===== src/pmc_pkg.sv =====
// package: mode, command and timing constants for the power mode controller
package pmc_pkg;

    // ************************************************************
    // operating modes
    // ************************************************************
    typedef enum logic [2:0] {
        MODE_RESET,
        MODE_RUN,
        MODE_BACKGROUND,
        MODE_WAIT,
        MODE_SHALLOW_STOP,
        MODE_DEEP_STOP
    } op_mode_t;

    // ************************************************************
    // debug command classes as decoded by the debug controller
    // ************************************************************
    typedef enum logic [2:0] {
        CMD_MEM_ACCESS,
        CMD_MEM_STATUS,
        CMD_CTRL_REG,
        CMD_BACKGROUND,
        CMD_CPU_REG,
        CMD_TRACE,
        CMD_GO
    } dbg_cmd_t;

    // ************************************************************
    // register map (apb byte addresses, one word each)
    // ************************************************************
    localparam logic [7:0] ADDR_CONTROL = 8'h00;
    localparam logic [7:0] ADDR_STATUS = 8'h04;
    localparam logic [7:0] ADDR_ACK = 8'h08;

    // control register field positions
    localparam int CTL_STOP_ALLOW = 0;
    localparam int CTL_DEBUG_ENABLE = 1;
    localparam int CTL_LOWVOLT_ON = 2;
    localparam int CTL_LOWVOLT_STOP = 3;
    localparam int CTL_PPD_SELECT = 4;
    localparam logic [4:0] CTL_RESET = 5'h01;

    // acknowledge register field position
    localparam int ACK_PPD = 0;

    // reset vector location
    localparam logic [15:0] RESET_VECTOR_ADDR = 16'hFFFE;

    // ************************************************************
    // serial debug timing
    // ************************************************************
    localparam int DEBUG_CLKS_PER_BIT = 16;
    localparam logic [4:0] DEBUG_BIT_COUNT = 5'(DEBUG_CLKS_PER_BIT);

    // ************************************************************
    // grouped signals
    // ************************************************************
    typedef struct packed {
        logic valid;
        dbg_cmd_t cmd;
    } dbg_req_t;

    typedef struct packed {
        logic accept;
        logic execute;
        logic status_err;
    } dbg_rsp_t;

    typedef struct packed {
        logic stop_allow;
        logic debug_enable;
        logic lowvolt_on;
        logic lowvolt_stop;
        logic ppd_select;
    } ctl_bits_t;

endpackage


===== src/power_mode_controller.sv =====
// module: operating mode controller with apb control and debug command gating
`timescale 1ns/1ps

// What this block does
// - mode pin high at reset enters run
// - pin low, command, halt, breakpoint enter background
// - background mode keeps cpu suspended
// - non-intrusive commands run in run or background
// - cpu register, trace, go only in background
// - wait stops cpu clock, clears interrupt mask
// - any interrupt wakes wait into service stacking
// - wait/stop allow only background and status commands
// - background command wakes wait into background
// - stop disabled gives illegal opcode reset
// - debug enabled selects shallow stop with debug
// - both lowvolt bits select shallow stop, regulator
// - otherwise partial powerdown select picks deep stop
// - every stop halts bus and cpu clocks
// - shallow stop retains all state
// - shallow stop leaves on reset or interrupts
// - debug enabled stop keeps debug clocks, regulation
// - background command wakes stop only if enabled
// - deep stop latches pins, powers down logic
// - deep stop exits on reset or counter wake
// - flag and pin latch hold until acknowledged
// - sixteen debug clocks per bit time
module power_mode_controller (
    input wire logic SYS_CLK,
    input wire logic RST,
    input wire logic DEBUG_MODE_SELECT_PIN,
    input wire logic DEBUG_HALT_INSTRUCTION,
    input wire logic BREAKPOINT_HIT,
    input wire logic WAIT_INSTRUCTION,
    input wire logic STOP_INSTRUCTION,
    input wire logic ANY_IRQ,
    input wire logic STOP_WAKE_IRQ,
    input wire logic COUNTER_WAKE,
    input wire logic FORCE_DEBUG_RESET,
    input wire logic DBG_REQ_VALID,
    input wire logic [2:0] DBG_REQ_CMD,
    input wire logic [7:0] PADDR,
    input wire logic PSEL,
    input wire logic PENABLE,
    input wire logic PWRITE,
    input wire logic [31:0] PWDATA,
    output logic [31:0] PRDATA,
    output logic PREADY,
    output logic PSLVERR,
    output logic [2:0] MODE,
    output logic CPU_CLK_EN,
    output logic BUS_CLK_EN,
    output logic DEBUG_CLK_EN,
    output logic REGULATOR_FULL,
    output logic CORE_POWER_ON,
    output logic PIN_LATCH_HOLD,
    output logic CLEAR_INT_MASK,
    output logic START_STACKING,
    output logic ILLEGAL_OPCODE_RESET,
    output logic VECTOR_FETCH,
    output logic [15:0] VECTOR_ADDR,
    output logic LOWVOLT_RESET_EN,
    output logic DBG_ACCEPT,
    output logic DBG_EXECUTE,
    output logic DBG_STATUS_ERR,
    output logic DEBUG_BIT_TICK
);

    // ************************************************************
    // state record
    // ************************************************************
    typedef struct packed {
        logic pin_meta;               // first synchroniser stage
        logic pin_sync;               // second stage, only stage logic reads
        pmc_pkg::op_mode_t mode;      // current operating mode
        pmc_pkg::ctl_bits_t ctl;      // software control bits
        logic ppd_flag;               // partial power-down flag
        logic pin_hold;               // pin latches closed
        logic clr_mask;               // pulse: clear interrupt mask
        logic stacking;               // pulse: start interrupt stacking
        logic illegal;                // pulse: illegal opcode reset
        logic vfetch;                 // pulse: fetch reset vector
        logic lv_reset;               // low-voltage reset enabled
        pmc_pkg::dbg_rsp_t rsp;       // registered debug answer
        logic [4:0] bit_cnt;          // debug bit-time divider
        logic tick;                   // pulse every bit time
        logic [31:0] rdata;           // apb read data
        logic ready;                  // apb ready
        logic slverr;                 // apb error
        logic [4:0] lvl;              // registered level outputs
    } state_t;

    state_t st_reg;
    state_t st_next;
    logic apb_access;                 // access phase this cycle
    logic apb_hit;                    // decoded address
    pmc_pkg::dbg_req_t req;           // incoming debug request
    logic non_intrusive;              // command allowed outside background
    logic wake_allowed;               // background command may wake
    logic next_stop;                  // stop mode in the next state

    assign req.valid = DBG_REQ_VALID;
    assign req.cmd = pmc_pkg::dbg_cmd_t'(DBG_REQ_CMD);

    // ************************************************************
    // next state
    // ************************************************************
    always_comb begin
        st_next = st_reg;
        // pulses drop unless set below
        st_next.clr_mask = 1'b0;
        st_next.stacking = 1'b0;
        st_next.illegal = 1'b0;
        st_next.vfetch = 1'b0;
        st_next.rsp = '0;
        st_next.ready = 1'b0;
        st_next.slverr = 1'b0;
        // external pin: two flops before any logic
        st_next.pin_meta = DEBUG_MODE_SELECT_PIN;
        st_next.pin_sync = st_reg.pin_meta;

        // divider gives one tick per sixteen clocks
        st_next.tick = 1'b0;
        if (st_reg.bit_cnt == pmc_pkg::DEBUG_BIT_COUNT - 5'h01) begin
            st_next.bit_cnt = 5'h00;
            st_next.tick = 1'b1;
        end else begin
            st_next.bit_cnt = st_reg.bit_cnt + 5'h01;
        end

        non_intrusive = req.cmd inside {pmc_pkg::CMD_MEM_ACCESS, pmc_pkg::CMD_MEM_STATUS,
                                        pmc_pkg::CMD_CTRL_REG, pmc_pkg::CMD_BACKGROUND};
        wake_allowed = req.valid && req.cmd == pmc_pkg::CMD_BACKGROUND;

        // ********************************************************
        // mode sequencing
        // ********************************************************
        unique case (st_reg.mode)
            pmc_pkg::MODE_RESET: begin
                // sampled pin high leaves into run with vector fetch
                if (st_reg.pin_sync) begin
                    st_next.mode = pmc_pkg::MODE_RUN;
                    st_next.vfetch = 1'b1;
                end else begin
                    st_next.mode = pmc_pkg::MODE_BACKGROUND;
                end
            end
            pmc_pkg::MODE_RUN: begin
                if (req.valid && non_intrusive) begin
                    st_next.rsp.accept = 1'b1;
                    st_next.rsp.execute = 1'b1;
                end
                // background entries take priority over instructions
                if (wake_allowed || DEBUG_HALT_INSTRUCTION || BREAKPOINT_HIT) begin
                    st_next.mode = pmc_pkg::MODE_BACKGROUND;
                end else if (WAIT_INSTRUCTION) begin
                    // cpu clock stops, interrupt mask cleared
                    st_next.mode = pmc_pkg::MODE_WAIT;
                    st_next.clr_mask = 1'b1;
                end else if (STOP_INSTRUCTION) begin
                    // selection uses bits as they stand now
                    if (!st_reg.ctl.stop_allow) begin
                        st_next.illegal = 1'b1;
                        st_next.mode = pmc_pkg::MODE_RESET;
                    end else if (st_reg.ctl.debug_enable) begin
                        st_next.mode = pmc_pkg::MODE_SHALLOW_STOP;
                    // lowvolt on in stop keeps shallow stop
                    end else if (st_reg.ctl.lowvolt_on && st_reg.ctl.lowvolt_stop) begin
                        st_next.mode = pmc_pkg::MODE_SHALLOW_STOP;
                    // partial power-down select picks the depth
                    end else if (st_reg.ctl.ppd_select) begin
                        st_next.mode = pmc_pkg::MODE_DEEP_STOP;
                    end else begin
                        st_next.mode = pmc_pkg::MODE_SHALLOW_STOP;
                    end
                end
            end
            pmc_pkg::MODE_BACKGROUND: begin
                // cpu stays suspended, only commands served
                if (req.valid) begin
                    st_next.rsp.accept = 1'b1;
                    st_next.rsp.execute = 1'b1;
                    if (req.cmd == pmc_pkg::CMD_GO) begin
                        st_next.mode = pmc_pkg::MODE_RUN;
                    end
                end
            end
            pmc_pkg::MODE_WAIT: begin
                // only background and status commands answered
                if (req.valid && req.cmd == pmc_pkg::CMD_MEM_STATUS) begin
                    st_next.rsp.accept = 1'b1;
                    st_next.rsp.status_err = 1'b1;
                end
                if (wake_allowed) begin
                    // background command wakes straight into background
                    st_next.rsp.accept = 1'b1;
                    st_next.rsp.execute = 1'b1;
                    st_next.mode = pmc_pkg::MODE_BACKGROUND;
                end else if (ANY_IRQ) begin
                    st_next.mode = pmc_pkg::MODE_RUN;
                    st_next.stacking = 1'b1;
                end
            end
            pmc_pkg::MODE_SHALLOW_STOP: begin
                // status commands report stop, no memory access
                // debug clocks only run when debug enabled
                if (st_reg.ctl.debug_enable && req.valid && req.cmd == pmc_pkg::CMD_MEM_STATUS) begin
                    st_next.rsp.accept = 1'b1;
                    st_next.rsp.status_err = 1'b1;
                end
                // background wakes only with debug enabled
                if (wake_allowed && st_reg.ctl.debug_enable) begin
                    st_next.rsp.accept = 1'b1;
                    st_next.rsp.execute = 1'b1;
                    st_next.mode = pmc_pkg::MODE_BACKGROUND;
                // listed interrupt sources wake into their vector
                end else if (STOP_WAKE_IRQ) begin
                    st_next.mode = pmc_pkg::MODE_RUN;
                    st_next.stacking = 1'b1;
                end
            end
            pmc_pkg::MODE_DEEP_STOP: begin
                // counter wake restarts as from power-on
                if (COUNTER_WAKE) begin
                    st_next = '0;
                    st_next.mode = pmc_pkg::MODE_RESET;
                    st_next.ctl = pmc_pkg::CTL_RESET;
                    st_next.lv_reset = 1'b1;
                    st_next.pin_meta = DEBUG_MODE_SELECT_PIN;
                    st_next.pin_sync = st_reg.pin_meta;
                    // flag set and latches stay closed
                    st_next.ppd_flag = 1'b1;
                    st_next.pin_hold = 1'b1;
                end
            end
            default: st_next.mode = pmc_pkg::MODE_RESET;
        endcase

        // forced debug reset restarts with the pin sampled again
        if (FORCE_DEBUG_RESET) begin
            st_next.mode = pmc_pkg::MODE_RESET;
        end

        // ********************************************************
        // apb slave: answers in the access cycle's next edge
        // ********************************************************
        apb_access = PSEL && PENABLE && !st_reg.ready;
        apb_hit = PADDR inside {pmc_pkg::ADDR_CONTROL, pmc_pkg::ADDR_STATUS, pmc_pkg::ADDR_ACK};
        if (apb_access) begin
            st_next.ready = 1'b1;
            st_next.slverr = !apb_hit;
            st_next.rdata = 32'h00000000;
            if (PWRITE) begin
                if (PADDR == pmc_pkg::ADDR_CONTROL) begin
                    st_next.ctl.stop_allow = PWDATA[pmc_pkg::CTL_STOP_ALLOW];
                    st_next.ctl.debug_enable = PWDATA[pmc_pkg::CTL_DEBUG_ENABLE];
                    st_next.ctl.lowvolt_on = PWDATA[pmc_pkg::CTL_LOWVOLT_ON];
                    st_next.ctl.lowvolt_stop = PWDATA[pmc_pkg::CTL_LOWVOLT_STOP];
                    st_next.ctl.ppd_select = PWDATA[pmc_pkg::CTL_PPD_SELECT];
                end else if (PADDR == pmc_pkg::ADDR_ACK && PWDATA[pmc_pkg::ACK_PPD]) begin
                    // acknowledge opens latches and clears flag
                    // software must have restored ports before this
                    st_next.ppd_flag = 1'b0;
                    st_next.pin_hold = 1'b0;
                end
            end else if (PADDR == pmc_pkg::ADDR_CONTROL) begin
                st_next.rdata = {27'h0000000, st_reg.ctl};
            end else if (PADDR == pmc_pkg::ADDR_STATUS) begin
                st_next.rdata = {26'h0000000, st_reg.pin_hold, st_reg.ppd_flag, 1'b0, st_reg.mode};
            end
        end

        // latch and flag sets win over an acknowledge in the same cycle
        if (st_next.mode == pmc_pkg::MODE_DEEP_STOP) begin
            st_next.pin_hold = 1'b1;
        end
        if (st_reg.mode == pmc_pkg::MODE_DEEP_STOP && COUNTER_WAKE) begin
            st_next.ppd_flag = 1'b1;
            st_next.pin_hold = 1'b1;
        end

        // level outputs decoded from the next state so each leaves a flop
        next_stop = st_next.mode inside {pmc_pkg::MODE_SHALLOW_STOP, pmc_pkg::MODE_DEEP_STOP};
        st_next.lvl[0] = st_next.mode == pmc_pkg::MODE_RUN;
        st_next.lvl[1] = !next_stop;
        st_next.lvl[2] = !next_stop || (st_next.ctl.debug_enable &&
                         st_next.mode == pmc_pkg::MODE_SHALLOW_STOP);
        st_next.lvl[3] = !next_stop || st_next.ctl.debug_enable ||
                         (st_next.ctl.lowvolt_on && st_next.ctl.lowvolt_stop);
        st_next.lvl[4] = st_next.mode != pmc_pkg::MODE_DEEP_STOP;
    end

    // ************************************************************
    // state register
    // ************************************************************
    always_ff @(posedge SYS_CLK) begin
        if (RST) begin
            st_reg <= '0;
            st_reg.mode <= pmc_pkg::MODE_RESET;
            st_reg.ctl <= pmc_pkg::CTL_RESET;
            st_reg.lv_reset <= 1'b1;
            // synchroniser keeps sampling so the pin level is valid at release
            st_reg.pin_meta <= DEBUG_MODE_SELECT_PIN;
            st_reg.pin_sync <= st_reg.pin_meta;
            st_reg.lvl <= 5'h1E;
        end else begin
            st_reg <= st_next;
        end
    end

    // ************************************************************
    // outputs, all from flops except the constant vector address
    // ************************************************************
    logic in_stop;
    assign in_stop = st_reg.mode inside {pmc_pkg::MODE_SHALLOW_STOP, pmc_pkg::MODE_DEEP_STOP};

    assign PRDATA = st_reg.rdata;
    assign PREADY = st_reg.ready;
    assign PSLVERR = st_reg.slverr;
    assign MODE = st_reg.mode;
    assign CPU_CLK_EN = st_reg.lvl[0];
    // bus clock halts in stop; state held by not clocking
    assign BUS_CLK_EN = st_reg.lvl[1];
    assign DEBUG_CLK_EN = st_reg.lvl[2];
    assign REGULATOR_FULL = st_reg.lvl[3];
    // internal circuits off in deep stop
    assign CORE_POWER_ON = st_reg.lvl[4];
    assign PIN_LATCH_HOLD = st_reg.pin_hold;
    assign CLEAR_INT_MASK = st_reg.clr_mask;
    assign START_STACKING = st_reg.stacking;
    assign ILLEGAL_OPCODE_RESET = st_reg.illegal;
    assign VECTOR_FETCH = st_reg.vfetch;
    assign VECTOR_ADDR = pmc_pkg::RESET_VECTOR_ADDR;
    assign LOWVOLT_RESET_EN = st_reg.lv_reset;
    assign DBG_ACCEPT = st_reg.rsp.accept;
    assign DBG_EXECUTE = st_reg.rsp.execute;
    assign DBG_STATUS_ERR = st_reg.rsp.status_err;
    assign DEBUG_BIT_TICK = st_reg.tick;
endmodule


===== config.mk =====
export PLATFORM = sky130hd
export DESIGN_NAME = power_mode_controller
export DESIGN_NICKNAME = d
export VERILOG_FILES = /design/src/pmc_pkg.sv /design/src/power_mode_controller.sv
export SDC_FILE = /design/constraint.sdc
export NUM_CORES = 1
export LEC_CHECK = 0
export BUFFER_PORTS_ARGS = -buffer_cell sky130_fd_sc_hd__buf_2
export CAP_MARGIN = 15
export CORE_ASPECT_RATIO = 1.75
export CORE_UTILIZATION = 43
export CTS_CLUSTER_DIAMETER = 50
export DETAILED_ROUTE_END_ITERATION = 10
export PLACE_DENSITY = 0.88
export SETUP_SLACK_MARGIN = 0.2
export SLEW_MARGIN = 20
export SYNTH_ARGS = -nofsm -noshare
export SYNTH_HDL_FRONTEND = slang
export SYNTH_SLANG_ARGS = --single-unit

===== constraint.sdc =====
create_clock -name SYS_CLK -period 3.1 [get_ports SYS_CLK]
set_input_delay 0.62 -clock SYS_CLK [delete_from_list [all_inputs] [get_ports SYS_CLK]]
set_output_delay 0.62 -clock SYS_CLK [all_outputs]
set_load 0.02 [all_outputs]

# After elaboration in Yosys (flattened, before gate mapping)
# Index checks and enable logic that the tools add are counted.
# word_totals
register_bits	64
inputBits	58
out_inout_bits	68
word_cells	127
# classes
addsub	1
n_eq_ne	16
n_mux	57
n_reduce_logical	30
# op_table
op	n
65-bit 2-to-1 mux	1
63-bit 2-to-1 mux	1
45-bit 2-to-1 mux	1
3-bit 2-to-1 mux	13
34-bit 2-to-1 mux	1
7-bit 2-to-1 mux	3
6-bit 2-to-1 mux	3
3-bit case mux with 6 select lines	1
1-bit 2-to-1 mux	17
2-bit 2-to-1 mux	8
3-bit equality test, second input constant	5
1-bit logical AND	13
3-bit by 2-bit equality test with 1-bit output, second input constant	4
5-bit 2-to-1 mux	2
2-bit case mux with 5 select lines	1
3-bit by 1-bit equality test with 1-bit output, second input constant	3
8-bit by 3-bit equality test with 1-bit output, second input constant	1
8-bit by 4-bit equality test with 1-bit output, second input constant	1
8-bit zero test	1
3-bit zero test	2
1-bit case mux with 2 select lines	3
1-bit case mux with 3 select lines	2
2-bit nonzero test	3
5-bit by 1-bit adder with 5-bit output, second input constant	1
7 further kinds	13

# Logic depth before layout (Yosys ltp)
# logic_depth
depth_word	15
mapped_depth	7
depth_no_buf	5

# Worst setup path before layout
# OpenSTA, ideal clock, no wires.
# synth_path
kind	input port to flip-flop
from	in PADDR[1]
to	reg st_reg, in the netlist REGULATOR_FULL
setup_ns	0.143
arrival_time_ns	2.333
required_time_ns	2.957
setup_slack_ns	0.624
cell_stages	6
cell_sequence	or4_4 -> or4_4 -> or3_1 -> buf_6 -> mux2i_4 -> o2111ai_2
# synth_between
elab_chain_cells	6
elab_cells_between_ends	7
classes_between	mux: 3; reduce/logical: 4
# synth_lines
element	line	source
from (decl)	power_mode_controller.sv:41	input wire logic [7:0] PADDR,
8-bit zero test *	power_mode_controller.sv:253	if (PADDR == pmc_pkg::ADDR_CONTROL) begin
5-bit 2-to-1 mux *	power_mode_controller.sv:253	
7-bit 2-to-1 mux *	power_mode_controller.sv:252	if (PWRITE) begin
7-bit 2-to-1 mux *	power_mode_controller.sv:248	if (apb_access) begin
1-bit logical OR or 1-bit logical AND (tied branches)	power_mode_controller.sv:287, power_mode_controller.sv:288	
1-bit logical OR *	power_mode_controller.sv:287	st_next.lvl[3] = !next_stop || st_next.ctl.debug_enable ||
to (signal assigned)	power_mode_controller.sv:306	st_reg <= st_next;
to (decl)	power_mode_controller.sv:92	state_t st_reg;
# Every way passes the cells marked *; elsewhere a longest branch is shown, timed or not.
# A chain may end at the register's enable or synchronous reset.

# Worst setup path in the final report
# Ends and elaborated chain as after synthesis.

==> results.json <==
{
  "hold_buffers": 0,
  "max_freq_ghz": 0.422,
  "clock_power_share_pct": 33.6,
  "setup_violations": 0,
  "vias": 1623,
  "first_global_vias": 1470,
  "min_path_type": "reg -> reg",
  "syn_area_um2": 2010,
  "ys_async_sr_fraction_pct": 0,
  "p_sw_share_pct": 28.2,
  "cp_max_fo": 5,
  "drc": 0,
  "finalNetCount": 334,
  "die_y_um": 92.5,
  "r2r-end": "REGULATOR_FULL",
  "die_w_um": 53.7,
  "finalSetupTns_ns": 0,
  "max-clock-path-buffers": 2,
  "synth_seq_area_share_pct": 37.8,
  "seqPwrFrac_pct": 53.2,
  "p_total_w": 0.000951,
  "pwr-share-comb_pct": 13.2,
  "finClkSkew_ns": 0.00418,
  "synth_warnings": 0,
  "grt_setup_unrepaired": "false",
  "p_int_w": 0.000683,
  "relSlewSlack_pct": 57.9,
  "firstDrtPassIters": 4,
  "synth_ff_type": "dfxtp_1",
  "cts-resized-gates": 0,
  "r2r_start": "MODE[0]",
  "criticalPathCategory": "in -> reg",
  "hold_viol": 0,
  "dpl.hpwl_mm": 3.15,
  "drv_slew": 0,
  "cp-start-kind": "input port",
  "postRouteAntennaNets": 0,
  "r2r_cells": 5,
  "diodes": 0,
  "finish.utilization_pct": 48.5,
  "end_kind": "flip-flop",
  "hold_end": "st_reg[63]",
  "hp-start": "st_reg[64]",
  "synthCells": 232,
  "portBuffers": 55,
  "total_leakage_power_nw": 0.985,
  "max_cap_violations": 0,
  "crit_required_ns": 3.25,
  "wire_per_inst_um": 12.3,
  "post_cts_buffers": 0,
  "grt_pass1_wl_mm": 6.30,
  "cts_buffers": 5,
  "ys_ff_latch": 38,
  "ys_types": 48,
  "worstPathArrival_ns": 2.52,
  "num_rows": 32,
  "gp_congestion": 0.808,
  "syn2layout_area_growth_pct": 7.16,
  "h-tree-depth": 2,
  "clk_pin_slew_ns": 0.07,
  "drtIter0Drc": 19,
  "outcome": "finished, final reports clean",
  "grtUsageTotal_pct": 17.2,
  "grt_max_degree": 23,
  "r2r_setup_slack_ns": 0.93,
  "worst_pin_slew_ns": 0.626,
  "nFillCells": 446,
  "die-area_um2": 4960,
  "antenna_found_initial": 0,
  "root_buffer": "clkbuf_8",
  "wirelength_mm": 4.01,
  "p_per_area_nw_per_um2": 441,
  "initial_core_util_pct": 45.2,
  "period_share_pct": 76.5,
  "core-area_um2": 4440,
  "io_pins": 126,
  "numClockSinks": 38,
  "min_period_ns": 2.37,
  "hold_depth": 0,
  "max-vdd-ir-drop_v": 0.000254,
  "netSwitchingPower_w": 0.000268,
  "avgSynthCellArea_um2": 8.67,
  "insertion_delay_ns": 0.29,
  "cts_tree": "done",
  "grt-ovfl-total": 0,
  "timing.hold.ws_ns": 0.364,
  "drive_above_1_share_pct": 25.1,
  "drt-vias-per-instance": 4.98,
  "synth_edf_count": 0,
  "largest_reg_flops": 13
}
[cells in the mapped netlist, drive strengths merged (2+ instances only)]
cell	number	share of area, %
and4b	3	1.5
mux2	2	1.1
a21oi	7	1.7
o2bb2ai	2	0.87
a32oi	2	0.87
nor2b	2	0.62
nand4b	3	1.3
nand2	11	2.1
o21ai	5	1.2
or4	2	1.1
nand3	7	1.7
or3	2	0.68
mux2i	3	2.1
dfxtp	38	38
o21bai	3	1.1
nor3b	2	0.75
nor4	3	0.93
nor3	7	1.7
xnor2	2	0.87
nor2	26	4.9
nand2b	3	0.93
clkbuf	6	1.1
a22oi	5	1.9
conb	2	0.37
inv	11	2.1
buf	54	20
nand3b	2	0.75
[logic make-up (layout without fill, tap and decap cells)]
logic type / after synthesis / count (layout) / share of synthesized area, %
AO/OA/AOI/OAI: 37 / 37 / 13.6
XOR/XNOR: 2 / 2 / 0.871
adder cells (fa/ha/maj): 1 / 1 / 0.622
buffers and inverters: 71 / 73 / 23.3
flip-flops: 38 / 38 / 37.8
multiplexers: 5 / 5 / 3.24
other: 2 / 43 / 0.374
AND/OR/NAND/NOR: 76 / 76 / 20.1
[placed cells by master (no fill, tap or decap), types with 3 or more instances in the layout]
master,netlist,layout
a21oi_1,7,7
a22oi_1,5,5
and4b_1,3,3
buf_2,0,55
clkbuf_8,0,5
conb_1,2,43
dfxtp_1,38,38
inv_1,11,11
nand2_1,11,11
nand2b_1,3,3
nand3_1,7,7
nand4b_1,3,3
nor2_1,26,26
nor3_1,7,7
nor4_1,3,3
o21ai_0,5,5
o21bai_1,3,3
[power groups by stage]
stage	logic, W	clock network (W)	registers (W)
after floorplan	0.000132	0	0.000516
after global placement	0.000122	0	0.000517
after detailed placement	0.000124	0	0.000517
after CTS	0.000124	0.000325	0.000506
after global routing	0.000138	0.000345	0.000507
final	0.000125	0.000320	0.000506
[worst max-delay path, stage by stage]
cell and delay, ns:
buf_2 0.09, or4_4 0.52, or4_4 0.45, or3_1 0.49
mux2i_4 0.23, o2111ai_2 0.11
[metrics by stage]
stage	std cells	cell area (µm²)	worst slack (ns)
floorplan	273	2160	0.624
global placement	319	2080	0.427
detailed placement	319	2080	0.422
CTS	326	2150	0.726
global route	326	2150	0.668
finish	326	2150	0.728
[per-layer routing]
| layer | track usage (%) | vias to the layer above | wire [µm] |
|---|---|---|---|
| met1 | 16.0 | 737 | 1460 |
| met5 | 0 | - | 0 |
| met3 | 2.79 | 15 | 225 |
| met4 | 11.2 | 0 | 161 |
| li1 | - | 787 | - |
| met2 | 31.5 | 84 | 2160 |
[worst max path at each step]
stage / startpoint / to / slack, ns
after floorplan: PADDR[1] / REGULATOR_FULL / 0.62
after global placement: PADDR[1] / REGULATOR_FULL / 0.43
after detailed placement: PADDR[1] / REGULATOR_FULL / 0.42
after CTS: PADDR[1] / REGULATOR_FULL / 0.73
after global routing: PADDR[1] / st_reg[57] / 0.67
final: PADDR[1] / REGULATOR_FULL / 0.73
[cell type report]
| cell class | instances | area [µm²] | area share (%) |
|---|---|---|---|
| clock buffer | 5 | 68.8 | 3.19 |
| clock inverter | 2 | 10.0 | 0.465 |
| inverter | 11 | 41.3 | 1.92 |
| multi-input combinational | 164 | 935 | 43.4 |
| sequential | 38 | 761 | 35.3 |
| tap | 51 | 63.8 | 2.96 |
| timing repair buffer | 55 | 275 | 12.8 |
No activity file was read; power rests on OpenSTA's default activity.
